**src/gdi_pkg.sv**
```systemverilog
package gdi_pkg;

  // ----------------------------------------------------------------
  // timing
  // ----------------------------------------------------------------
  localparam int unsigned CLK_HZ         = 10_000_000;
  localparam int unsigned POWERUP_MS     = 150;
  localparam int unsigned POWERUP_CYCLES = (CLK_HZ / 1000) * POWERUP_MS;
  localparam int unsigned PWR_CNT_W      = 21;

  // ----------------------------------------------------------------
  // serial framing
  // ----------------------------------------------------------------
  localparam logic [5:0] SLAVE_ADDR_HI = 6'h3A;   // upper six address bits, low bit from the select pin
  localparam logic [3:0] BYTE_BITS     = 4'h8;
  localparam logic [3:0] SEND_LAST     = 4'h7;
  localparam logic [1:0] PTR_MODE_REG  = 2'h0;    // pointer_mode_hi/lo value for register access

  // ----------------------------------------------------------------
  // register space
  // ----------------------------------------------------------------
  localparam int unsigned NUM_REGS  = 47;
  localparam logic [7:0]  LAST_REG  = 8'h2E;
  localparam logic [7:0]  PARK_PTR  = 8'hFF;
  localparam logic [15:0] DUMMY_WORD = 16'hFFFF;
  localparam logic [7:0]  VCOM1_REG = 8'h12;
  localparam logic [7:0]  VCOM1_MIN = 8'h18;
  localparam logic [7:0]  VCOM1_MAX = 8'h19;
  localparam logic [7:0]  VCOM2_REG = 8'h2C;
  localparam logic [7:0]  VCOM2_MIN = 8'h2D;
  localparam logic [7:0]  VCOM2_MAX = 8'h2E;
  localparam logic [15:0] LIMIT_MIN_RST = 16'h0000;
  localparam logic [15:0] LIMIT_MAX_RST = 16'h03FF;
  localparam logic [1:0]  UPDATE_CODE   = 2'h2;   // update_ctrl_hi = 1, update_ctrl_lo = 0
  localparam int unsigned UPD_HI_BIT    = 15;
  localparam int unsigned UPD_LO_BIT    = 14;
  localparam int unsigned CODE_MSB      = 9;
  localparam logic [7:0]  RSVD_A_LO = 8'h0C;
  localparam logic [7:0]  RSVD_A_HI = 8'h11;
  localparam logic [7:0]  RSVD_B_LO = 8'h13;
  localparam logic [7:0]  RSVD_B_HI = 8'h17;
  localparam logic [7:0]  RSVD_C_LO = 8'h1A;
  localparam logic [7:0]  RSVD_C_HI = 8'h1E;

  // ----------------------------------------------------------------
  // wishbone register map
  // ----------------------------------------------------------------
  localparam logic [3:0]  WB_CTRL   = 4'h0;  // bit0 port enable
  localparam logic [3:0]  WB_STATUS = 4'h4;  // bit0 ready, bit1 busy, bits 15:8 pointer
  localparam logic [3:0]  WB_SEL    = 4'h8;  // dac word index for WB_DATA
  localparam logic [3:0]  WB_DATA   = 4'hC;  // selected dac word, read only
  localparam logic        CTRL_EN_RST = 1'b1;
  localparam int unsigned ST_READY_BIT = 0;
  localparam int unsigned ST_BUSY_BIT  = 1;

  // ----------------------------------------------------------------
  // types
  // ----------------------------------------------------------------
  typedef enum logic [2:0] {
    GDI_IDLE = 3'b000,
    GDI_RECV = 3'b001,
    GDI_ACK  = 3'b011,
    GDI_SEND = 3'b010,
    GDI_MACK = 3'b110
  } gdi_state_t;

  typedef struct packed {
    logic scl;
    logic sda;
  } gdi_pins_t;

  function automatic logic gdi_is_rsvd(input logic [7:0] a);
    return (a >= RSVD_A_LO && a <= RSVD_A_HI) || (a >= RSVD_B_LO && a <= RSVD_B_HI) ||
           (a >= RSVD_C_LO && a <= RSVD_C_HI);
  endfunction : gdi_is_rsvd

endpackage : gdi_pkg

```
**src/gdi_i2c_slave.sv**
```systemverilog
// The Wishbone register port and the address map were left to the implementer.
`timescale 1ns/10ps

// Function
// - serial port works with master clock up to 1 MHz.
// - bytes are eight bits msb first plus a ninth acknowledge clock.
// - start is sda fall with scl high, stop is sda rise; repeated start continues.
// - stop aborts the frame anywhere, unless in the same scl high as start.
// - first byte is seven address bits plus direction bit, 1 read.
// - address bytes E8/E9 with select pin low, EA/EB with pin high.
// - after each good byte hold sda low for the whole ninth clock.
// - pointer loads from six low bits of the byte after write address.
// - two bytes after pointer form the word, each acknowledged.
// - pointer advances after every second written data byte.
// - after writing 0x2E the pointer parks at 0xFF until reloaded.
// - indexed read: write pointer, repeated start, read address, data follows.
// - pointer advances after every second transmitted byte.
// - pointer is kept across stop for later reads.
// - reads above 0x2E return an all-ones word.
// - sda is open drain only, scl is input only.
// - one bit per scl cycle, sda stable while scl high.
// - read data valid at each scl rising edge.
// - port usable 150 ms after supply comes up.
// - word with update code 10 copies all words to dac registers.
// - reserved locations ignore writes but both bytes are acknowledged.
// - common-voltage codes beyond limits are acknowledged then clamped.
module gdi_i2c_slave #(
  parameter int unsigned POWERUP_CYCLES = gdi_pkg::POWERUP_CYCLES
) (
  input  wire logic        CLK,
  input  wire logic        RSTN,
  input  wire logic        WB_CYC_I,
  input  wire logic        WB_STB_I,
  input  wire logic        WB_WE_I,
  input  wire logic [3:0]  WB_ADR_I,
  input  wire logic [3:0]  WB_SEL_I,
  input  wire logic [31:0] WB_DAT_I,
  output logic      [31:0] WB_DAT_O,
  output logic             WB_ACK_O,
  input  wire logic        SCL_IN,
  input  wire logic        SDA_IN,
  output logic             SDA_OUT,
  output logic             SDA_OE,
  input  wire logic        ADDR_SELECT_PIN,
  output logic             DAC_UPDATE
);

  // ----------------------------------------------------------------
  // declarations
  // ----------------------------------------------------------------
  gdi_pkg::gdi_pins_t  pin_s1_ff, pin_s2_ff, pin_d_ff;
  logic                sel_s1_ff, sel_s2_ff;
  gdi_pkg::gdi_state_t state_ff;
  logic [3:0]          bit_cnt_ff;
  logic [7:0]          shift_ff;
  logic [7:0]          tx_ff;
  logic                first_ff;
  logic                rw_ff;
  logic                ptr_loaded_ff;
  logic                half_ff;
  logic [7:0]          ptr_ff;
  logic [7:0]          data_hi_ff;
  logic                mack_ff;
  logic                start_high_ff;
  logic                sda_oe_ff;
  logic                dac_update_ff;
  logic [gdi_pkg::PWR_CNT_W-1:0] pwr_cnt_ff;
  logic                ready_ff;
  logic                ctrl_en_ff;
  logic [5:0]          sel_idx_ff;
  logic [31:0]         wb_dat_ff;
  logic                wb_ack_ff;
  logic [15:0]         regs_ff [gdi_pkg::NUM_REGS];
  logic [15:0]         dac_ff  [gdi_pkg::NUM_REGS];

  logic        live;
  logic        scl_rise, scl_fall, start_det, stop_det, stop_ok;
  logic        byte_done, addr_match, wr_now, upd_now, send_done;
  logic [15:0] wr_word, wr_val, rd_word;
  logic [7:0]  nxt_ptr_step, nxt_tx;
  logic        wb_req;

  // ----------------------------------------------------------------
  // pin synchronisers and bus events
  // ----------------------------------------------------------------
  // two flops on every pin; edges are only looked for past the second stage
  always_ff @(posedge CLK or negedge RSTN) begin
    if (!RSTN) begin
      pin_s1_ff <= '1;
      pin_s2_ff <= '1;
      pin_d_ff  <= '1;
      sel_s1_ff <= 1'b0;
      sel_s2_ff <= 1'b0;
    end else begin
      pin_s1_ff <= '{scl: SCL_IN, sda: SDA_IN};
      pin_s2_ff <= pin_s1_ff;
      pin_d_ff  <= pin_s2_ff;
      sel_s1_ff <= ADDR_SELECT_PIN;
      sel_s2_ff <= sel_s1_ff;
    end
  end

  // at 10 MHz a 1 MHz scl high phase still spans about five samples
  assign scl_rise  = pin_s2_ff.scl & ~pin_d_ff.scl;
  assign scl_fall  = ~pin_s2_ff.scl & pin_d_ff.scl;
  assign start_det = pin_s2_ff.scl & pin_d_ff.scl & pin_d_ff.sda & ~pin_s2_ff.sda;
  assign stop_det  = pin_s2_ff.scl & pin_d_ff.scl & ~pin_d_ff.sda & pin_s2_ff.sda;
  assign stop_ok   = stop_det & ~start_high_ff & ~start_det;
  assign live      = ready_ff & ctrl_en_ff;

  // remembers a start inside the current scl high phase
  always_ff @(posedge CLK or negedge RSTN) begin
    if (!RSTN) begin
      start_high_ff <= 1'b0;
    end else if (start_det) begin
      start_high_ff <= 1'b1;
    end else if (scl_fall) begin
      start_high_ff <= 1'b0;
    end
  end

  // ----------------------------------------------------------------
  // power-up hold-off
  // ----------------------------------------------------------------
  localparam logic [gdi_pkg::PWR_CNT_W-1:0] PWR_LAST = gdi_pkg::PWR_CNT_W'(POWERUP_CYCLES - 1);

  // reset stands in for supply ramp; port stays deaf until the count expires
  always_ff @(posedge CLK or negedge RSTN) begin
    if (!RSTN) begin
      pwr_cnt_ff <= '0;
      ready_ff   <= 1'b0;
    end else if (!ready_ff) begin
      pwr_cnt_ff <= pwr_cnt_ff + 1'b1;
      ready_ff   <= (pwr_cnt_ff == PWR_LAST);
    end
  end

  // ----------------------------------------------------------------
  // byte level decode
  // ----------------------------------------------------------------
  assign byte_done  = (state_ff == gdi_pkg::GDI_RECV) & scl_fall & (bit_cnt_ff == gdi_pkg::BYTE_BITS);
  assign addr_match = (shift_ff[7:1] == {gdi_pkg::SLAVE_ADDR_HI, sel_s2_ff});
  assign wr_now     = byte_done & ~first_ff & ptr_loaded_ff & half_ff;
  assign wr_word    = {data_hi_ff, shift_ff};
  assign upd_now    = wr_now & ({wr_word[gdi_pkg::UPD_HI_BIT], wr_word[gdi_pkg::UPD_LO_BIT]}
                                == gdi_pkg::UPDATE_CODE);
  assign send_done  = (state_ff == gdi_pkg::GDI_SEND) & scl_fall & (bit_cnt_ff == gdi_pkg::SEND_LAST);

  // pointer step parks at the top and stays parked
  assign nxt_ptr_step = (ptr_ff >= gdi_pkg::LAST_REG) ? gdi_pkg::PARK_PTR : ptr_ff + 8'h01;
  assign rd_word      = (ptr_ff > gdi_pkg::LAST_REG) ? gdi_pkg::DUMMY_WORD : regs_ff[ptr_ff[5:0]];
  assign nxt_tx       = half_ff ? rd_word[7:0] : rd_word[15:8];

  // clamp of common-voltage codes against the stored limits
  function automatic logic [15:0] clamp_word(input logic [15:0] w, input logic [15:0] lo,
                                             input logic [15:0] hi);
    logic [9:0] code;
    code = w[gdi_pkg::CODE_MSB:0];
    if (code > hi[gdi_pkg::CODE_MSB:0]) begin
      code = hi[gdi_pkg::CODE_MSB:0];
    end else if (code < lo[gdi_pkg::CODE_MSB:0]) begin
      code = lo[gdi_pkg::CODE_MSB:0];
    end
    return {w[15:gdi_pkg::CODE_MSB+1], code};
  endfunction : clamp_word

  always_comb begin
    wr_val = wr_word;
    if (ptr_ff == gdi_pkg::VCOM1_REG) begin
      wr_val = clamp_word(wr_word, regs_ff[gdi_pkg::VCOM1_MIN[5:0]], regs_ff[gdi_pkg::VCOM1_MAX[5:0]]);
    end else if (ptr_ff == gdi_pkg::VCOM2_REG) begin
      wr_val = clamp_word(wr_word, regs_ff[gdi_pkg::VCOM2_MIN[5:0]], regs_ff[gdi_pkg::VCOM2_MAX[5:0]]);
    end
  end

  // ----------------------------------------------------------------
  // bit level state machine
  // ----------------------------------------------------------------
  // start and stop take priority over any bit activity in the same sample
  always_ff @(posedge CLK or negedge RSTN) begin
    if (!RSTN) begin
      state_ff   <= gdi_pkg::GDI_IDLE;
      bit_cnt_ff <= '0;
      shift_ff   <= '0;
      tx_ff      <= '0;
      mack_ff    <= 1'b1;
    end else if (!live) begin
      state_ff   <= gdi_pkg::GDI_IDLE;
    end else if (start_det) begin
      state_ff   <= gdi_pkg::GDI_RECV;
      bit_cnt_ff <= '0;
    end else if (stop_ok) begin
      state_ff   <= gdi_pkg::GDI_IDLE;
    end else begin
      unique case (state_ff)
        gdi_pkg::GDI_IDLE: begin
          bit_cnt_ff <= '0;
        end
        gdi_pkg::GDI_RECV: begin
          if (scl_rise) begin
            shift_ff   <= {shift_ff[6:0], pin_s2_ff.sda};
            bit_cnt_ff <= bit_cnt_ff + 4'h1;
          end else if (byte_done) begin
            // a foreign address leaves us idle until the next start
            state_ff <= (first_ff && !addr_match) ? gdi_pkg::GDI_IDLE : gdi_pkg::GDI_ACK;
          end
        end
        gdi_pkg::GDI_ACK: begin
          if (scl_fall) begin
            bit_cnt_ff <= '0;
            if (rw_ff) begin
              state_ff <= gdi_pkg::GDI_SEND;
              tx_ff    <= nxt_tx;
            end else begin
              state_ff <= gdi_pkg::GDI_RECV;
            end
          end
        end
        gdi_pkg::GDI_SEND: begin
          if (send_done) begin
            state_ff <= gdi_pkg::GDI_MACK;
          end else if (scl_fall) begin
            tx_ff      <= {tx_ff[6:0], 1'b1};
            bit_cnt_ff <= bit_cnt_ff + 4'h1;
          end
        end
        gdi_pkg::GDI_MACK: begin
          if (scl_rise) begin
            mack_ff <= pin_s2_ff.sda;
          end else if (scl_fall) begin
            // a not-acknowledge ends our part; the master closes with stop
            bit_cnt_ff <= '0;
            state_ff   <= mack_ff ? gdi_pkg::GDI_IDLE : gdi_pkg::GDI_SEND;
            tx_ff      <= nxt_tx;
          end
        end
      endcase
    end
  end

  // ----------------------------------------------------------------
  // frame context: direction, pointer, word halves
  // ----------------------------------------------------------------
  // pointer survives stop and repeated start; only a pointer byte reloads it
  always_ff @(posedge CLK or negedge RSTN) begin
    if (!RSTN) begin
      first_ff      <= 1'b1;
      rw_ff         <= 1'b0;
      ptr_loaded_ff <= 1'b0;
      half_ff       <= 1'b0;
      ptr_ff        <= '0;
      data_hi_ff    <= '0;
    end else if (start_det) begin
      first_ff      <= 1'b1;
      ptr_loaded_ff <= 1'b0;
      half_ff       <= 1'b0;
    end else if (byte_done && first_ff) begin
      first_ff <= 1'b0;
      rw_ff    <= shift_ff[0];
    end else if (byte_done && !ptr_loaded_ff) begin
      ptr_loaded_ff <= 1'b1;
      // mode bits are expected as zero and only the six low bits count
      ptr_ff        <= {gdi_pkg::PTR_MODE_REG, shift_ff[5:0]};
      half_ff       <= 1'b0;
    end else if (byte_done && !half_ff) begin
      data_hi_ff <= shift_ff;
      half_ff    <= 1'b1;
    end else if (wr_now) begin
      ptr_ff  <= nxt_ptr_step;
      half_ff <= 1'b0;
    end else if (send_done) begin
      half_ff <= ~half_ff;
      if (half_ff) begin
        ptr_ff <= nxt_ptr_step;
      end
    end
  end

  // ----------------------------------------------------------------
  // register words and dac copies
  // ----------------------------------------------------------------
  for (genvar i = 0; i < gdi_pkg::NUM_REGS; i++) begin : g_reg
    localparam logic [7:0]  IDX  = 8'(i);
    localparam logic [15:0] RSTV = (IDX == gdi_pkg::VCOM1_MAX || IDX == gdi_pkg::VCOM2_MAX) ?
                                   gdi_pkg::LIMIT_MAX_RST : gdi_pkg::LIMIT_MIN_RST;
    localparam logic        RSVD = gdi_pkg::gdi_is_rsvd(IDX);
    logic hit;
    assign hit = wr_now & (ptr_ff == IDX) & ~RSVD;

    // first buffer, written from the serial side
    always_ff @(posedge CLK or negedge RSTN) begin
      if (!RSTN) begin
        regs_ff[i] <= RSTV;
      end else if (hit) begin
        regs_ff[i] <= wr_val;
      end
    end

    // second buffer; the word that carries the update code is included
    always_ff @(posedge CLK or negedge RSTN) begin
      if (!RSTN) begin
        dac_ff[i] <= RSTV;
      end else if (upd_now) begin
        dac_ff[i] <= hit ? wr_val : regs_ff[i];
      end
    end
  end

  // one-cycle strobe when the dac copy happens
  always_ff @(posedge CLK or negedge RSTN) begin
    if (!RSTN) begin
      dac_update_ff <= 1'b0;
    end else begin
      dac_update_ff <= upd_now;
    end
  end

  // ----------------------------------------------------------------
  // open-drain data line
  // ----------------------------------------------------------------
  // follows the state one cycle late, still well inside scl low
  always_ff @(posedge CLK or negedge RSTN) begin
    if (!RSTN) begin
      sda_oe_ff <= 1'b0;
    end else begin
      sda_oe_ff <= live & ((state_ff == gdi_pkg::GDI_ACK) |
                           ((state_ff == gdi_pkg::GDI_SEND) & ~tx_ff[7]));
    end
  end

  // ----------------------------------------------------------------
  // wishbone slave
  // ----------------------------------------------------------------
  assign wb_req = WB_CYC_I & WB_STB_I & ~wb_ack_ff;

  // control writes; unmapped writes are acknowledged and dropped
  always_ff @(posedge CLK or negedge RSTN) begin
    if (!RSTN) begin
      ctrl_en_ff <= gdi_pkg::CTRL_EN_RST;
      sel_idx_ff <= '0;
    end else if (wb_req && WB_WE_I && WB_SEL_I[0]) begin
      if (WB_ADR_I == gdi_pkg::WB_CTRL) begin
        ctrl_en_ff <= WB_DAT_I[0];
      end else if (WB_ADR_I == gdi_pkg::WB_SEL) begin
        sel_idx_ff <= WB_DAT_I[5:0];
      end
    end
  end

  // single-cycle answer; reads of unmapped offsets return zero
  always_ff @(posedge CLK or negedge RSTN) begin
    if (!RSTN) begin
      wb_ack_ff <= 1'b0;
      wb_dat_ff <= '0;
    end else begin
      wb_ack_ff <= wb_req;
      if (wb_req && !WB_WE_I) begin
        unique case (WB_ADR_I)
          gdi_pkg::WB_CTRL:   wb_dat_ff <= {31'h0000_0000, ctrl_en_ff};
          gdi_pkg::WB_STATUS: wb_dat_ff <= {16'h0000, ptr_ff, 6'h00,
                                            state_ff != gdi_pkg::GDI_IDLE, ready_ff};
          gdi_pkg::WB_SEL:    wb_dat_ff <= {26'h000_0000, sel_idx_ff};
          gdi_pkg::WB_DATA:   wb_dat_ff <= (sel_idx_ff < 6'(gdi_pkg::NUM_REGS)) ?
                                           {16'h0000, dac_ff[sel_idx_ff]} : 32'h0000_0000;
          default:            wb_dat_ff <= 32'h0000_0000;
        endcase
      end
    end
  end

  // ----------------------------------------------------------------
  // outputs
  // ----------------------------------------------------------------
  assign SDA_OUT    = 1'b0;
  assign SDA_OE     = sda_oe_ff;
  assign DAC_UPDATE = dac_update_ff;
  assign WB_ACK_O   = wb_ack_ff;
  assign WB_DAT_O   = wb_dat_ff;

endmodule : gdi_i2c_slave

```
**config.mk**
```make
export PLATFORM = sky130hd
export DESIGN_NAME = gdi_i2c_slave
export DESIGN_NICKNAME = d
export VERILOG_FILES = /design/src/gdi_pkg.sv /design/src/gdi_i2c_slave.sv
export SDC_FILE = /design/constraint.sdc
export NUM_CORES = 2
export LEC_CHECK = 0
export ABC_AREA = 1
export BUFFER_PORTS_ARGS = -buffer_cell sky130_fd_sc_hd__buf_4
export CORE_UTILIZATION = 30
export CTS_CLUSTER_SIZE = 40
export DETAILED_ROUTE_END_ITERATION = 8
export SYNTH_ARGS = -nofsm -noshare
export SYNTH_HDL_FRONTEND = slang
export SYNTH_SLANG_ARGS = --single-unit
```
**constraint.sdc**
```tcl
create_clock -name CLK -period 6.45 [get_ports CLK]
set_clock_uncertainty 0.2 [all_clocks]
set_input_delay 0.645 -clock CLK [delete_from_list [all_inputs] [get_ports CLK]]
set_output_delay 0.645 -clock CLK [all_outputs]
set_load 0.01 [all_outputs]
```
==> flow_metrics.py <==
metrics = {
    "outcome": {
        "status": "complete, no violations",
    },
    "placement": {
        "pre_cts_ws_ns": 1.97,
        "post-place-cells": 9246,
        "dp_hpwl_mm": 119,
        "globalplace.congestion": 0.902,
        "io_buffers": 37,
    },
    "cts": {
        "cts_tree": "built",
        "cts_resized": 0,
        "numCtsBuffers": 119,
        "clk_latency_ns": 0.75,
        "cts_root_buf": "clkbuf_16",
        "cts.reportedPaths.clkPinSlew_ns": 0.06,
        "cts_num_sinks": 1093,
        "htreeDepth": 3,
        "clk_path_buf_depth": 3,
    },
    "sta": {
        "max_slew_margin_pct": 19.3,
        "fin_crit_sh_pct": 72.1,
        "grt_setup_unrepaired": "false",
        "tightest_slew_ns": 1.20,
        "setup_viol": 0,
        "period_minus_slack_ns": 4.65,
        "max_freq_ghz": 0.215,
        "fin_ws_ns": 1.80,
        "finalHoldViolations": 0,
        "tns_ns": 0,
        "final_max_slew_viol_count": 0,
        "timing.hold.ws_ns": 0.150,
    },
    "flow_run": {
        "max_cap_violations": 0,
    },
    "critical_path": {
        "cp_cell_sequence": "inv_1, ha_1, nand3_1, nor2_1, nand2_2, inv_2, nand4_4, nor3_4, buf_4, buf_4, nand3_1, nand2_1",
        "critPathLaunchType": "flip-flop",
        "regToRegSetupSlack_ns": 1.80,
        "path_max_fanout": 83,
        "critical_path_class": "flip-flop to flip-flop",
        "crit_required_ns": 6.92,
        "worstSetupEndpointType": "flip-flop",
        "critPathMaxStageDelay_ns": 0.90,
        "critical_path_arrival_ns": 5.12,
        "cp_slowest_cell": "buf_4",
    },
    "synthesis": {
        "synth_cells": 7101,
        "syn_area_mm2": 0.0553,
        "ys_warn_count": 0,
        "synth.distinct_cells": 52,
        "seq_area_frac_synth_pct": 49.6,
        "syn_area_per_cell_um2": 7.79,
        "synthArstFlopShare_pct": 100,
        "synthFlopType": "dfrtp_1",
        "synth_edf_count": 0,
        "synth-seq-cells": 1093,
    },
    "die": {
        "initial_core_util_pct": 30.2,
        "io_pins": 84,
        "dieHeight_um": 431,
        "num_rows": 157,
        "design.die.area_mm2": 0.186,
        "die_x_um": 431,
        "core_region_area_mm2": 0.183,
    },
    "pwr": {
        "sw_frac_of_total_pct": 23.3,
        "p_comb_share_pct": 3.7,
        "power.switching_uw": 3420,
        "p_leak_uw": 0.0306,
        "ir_drop_uv": 222,
        "clockPowerShare_pct": 49.5,
        "p_int_uw": 11300,
        "p_seq_share_pct": 46.9,
        "power.density_mw_per_mm2": 237,
    },
    "route": {
        "drtPass1Iterations": 6,
        "totalWireLength_mm": 194,
        "drcViolationCount": 0,
        "antenna_left": 0,
        "vias": 49300,
        "vias_per_cell": 5.21,
        "wl_per_cell_um": 20.4,
        "dr.first_iter.drc_count": 5728,
    },
    "global_routing": {
        "grt_max_degree": 227,
        "grt_pass1_wl_mm": 293,
        "antenna_found_initial": 5,
        "grt-ovfl-total": 0,
        "grtUsageTotal_pct": 20.4,
        "grt_pass1_vias": 47200,
    },
    "final_layout": {
        "synthToLayoutAreaGrowth_pct": 12.1,
        "fin_cells": 9478,
        "fin_nets": 7009,
        "final_cell_mix": "nand2_1 (2,082), dfrtp_1 (1,039), nand3_1 (756), o21ai_0 (674), inv_1 (487)",
        "num_antenna_cells": 0,
        "final_common_cell": "nand2_1",
        "drive_gt1_share_pct": 9.38,
        "final_util_pct": 33.9,
    },
    "worst_hold_path": {
        "min_path_type": "flip-flop to flip-flop",
    },
}
[final cells by class]
cell class	count	area [um2]
clock buffers	180	3580
well taps	2464	3080
fillers	19200	121000
multi-input cells	5020	24000
clock inverters	39	567
repair buffers	155	1370
flip-flops and latches	1093	27400
inverters	527	1990
[synthesized netlist by cell type, drive strengths merged (13+ instances only)]
cell type	n	share of area, %
and2	304	3.4
nand4	37	0.45
a21oi	271	2.5
buf	185	1.8
inv	515	3.5
a22oi	22	0.30
ha	45	1.0
nor2	325	2.4
o211ai	49	0.67
o22ai	38	0.43
o21ai	762	7.1
a31oi	21	0.24
or2	171	1.9
xor2	13	0.21
nand2	2083	14
nand3	756	6.8
dfrtp	1044	47
nor3	32	0.37
dfstp	49	2.3
clkbuf	292	2.0
[flip-flops by register name, summed over array words and instances (netlist names), 2 cells and up]
signal and cells:
state_ff 3, sel_idx_ff 6, tx_ff 8, data_hi_ff 8
dac_ff 496, pin_s1_ff 2, pin_s2_ff 2, bit_cnt_ff 4
pwr_cnt_ff 21, pin_d_ff 2, shift_ff 8, WB_DAT_O 16
regs_ff 496, ptr_ff 8
[layer usage]
layer  GRT usage [%]  routed length [um]  vias up
met4            9.00                9110        0
li1                -                   -    22500
met1            28.1               83000    24200
met3            3.31               15700      438
met5               0                   0        -
met2            31.4               85700     2180
[cells by family (layout without fill, tap and decap cells)]
family / after synthesis / in the layout / synth area share [%]
buffers and inverters: 1004 / 901 / 7.34
muxes: 9 / 9 / 0.163
and+or+nand+nor: 3714 / 3714 / 29.7
xor gates and xnor gates: 22 / 22 / 0.348
adders and majority gates: 45 / 45 / 1.02
AOI/OAI and AO/OA: 1213 / 1213 / 11.9
DFF: 1093 / 1093 / 49.6
other: 1 / 17 / 0.00678
[stage by stage]
step / instance area (um2) / total power, uW
after CTS: 62000 / 14800
after detailed placement: 57700 / 7540
after global placement: 57700 / 7540
after global routing: 62000 / 15100
after floorplan: 55400 / 7180
final: 62000 / 14700
[power by group through the flow]
| stage | registers, uW | clock network [uW] | logic [uW] |
|---|---|---|---|
| after floorplan | 7000 | 0 | 181 |
| after global placement | 7010 | 0 | 529 |
| after detailed placement | 7010 | 0 | 531 |
| after CTS | 6890 | 7370 | 539 |
| after global routing | 6880 | 7640 | 574 |
| final | 6890 | 7270 | 541 |
[final timing paths]
path,from,to,cells after the start
max,bit_cnt_ff[0],dac_ff[561],12
min reg2reg,sel_s1_ff,sel_s2_ff,0
min in group asynchronous,RSTN,regs_ff[347],2
min,sel_s1_ff,sel_s2_ff,0
max in group asynchronous,RSTN,regs_ff[115],3
max reg2reg,bit_cnt_ff[0],dac_ff[561],12
[critical path, delay by kind of cell (launching register included)]
family	cells	cell delay, ns
DFF	1	0.40
adders and majority gates	1	0.17
buffers and inverters	4	1.92
and+or+nand+nor	7	1.69
[repair_timing]
item	4_1_cts	5_1_grt
buffers inserted	0	0
hold buffers	13	0
hold endpoints to repair	103	0
Power figures use the tool's default switching activity.
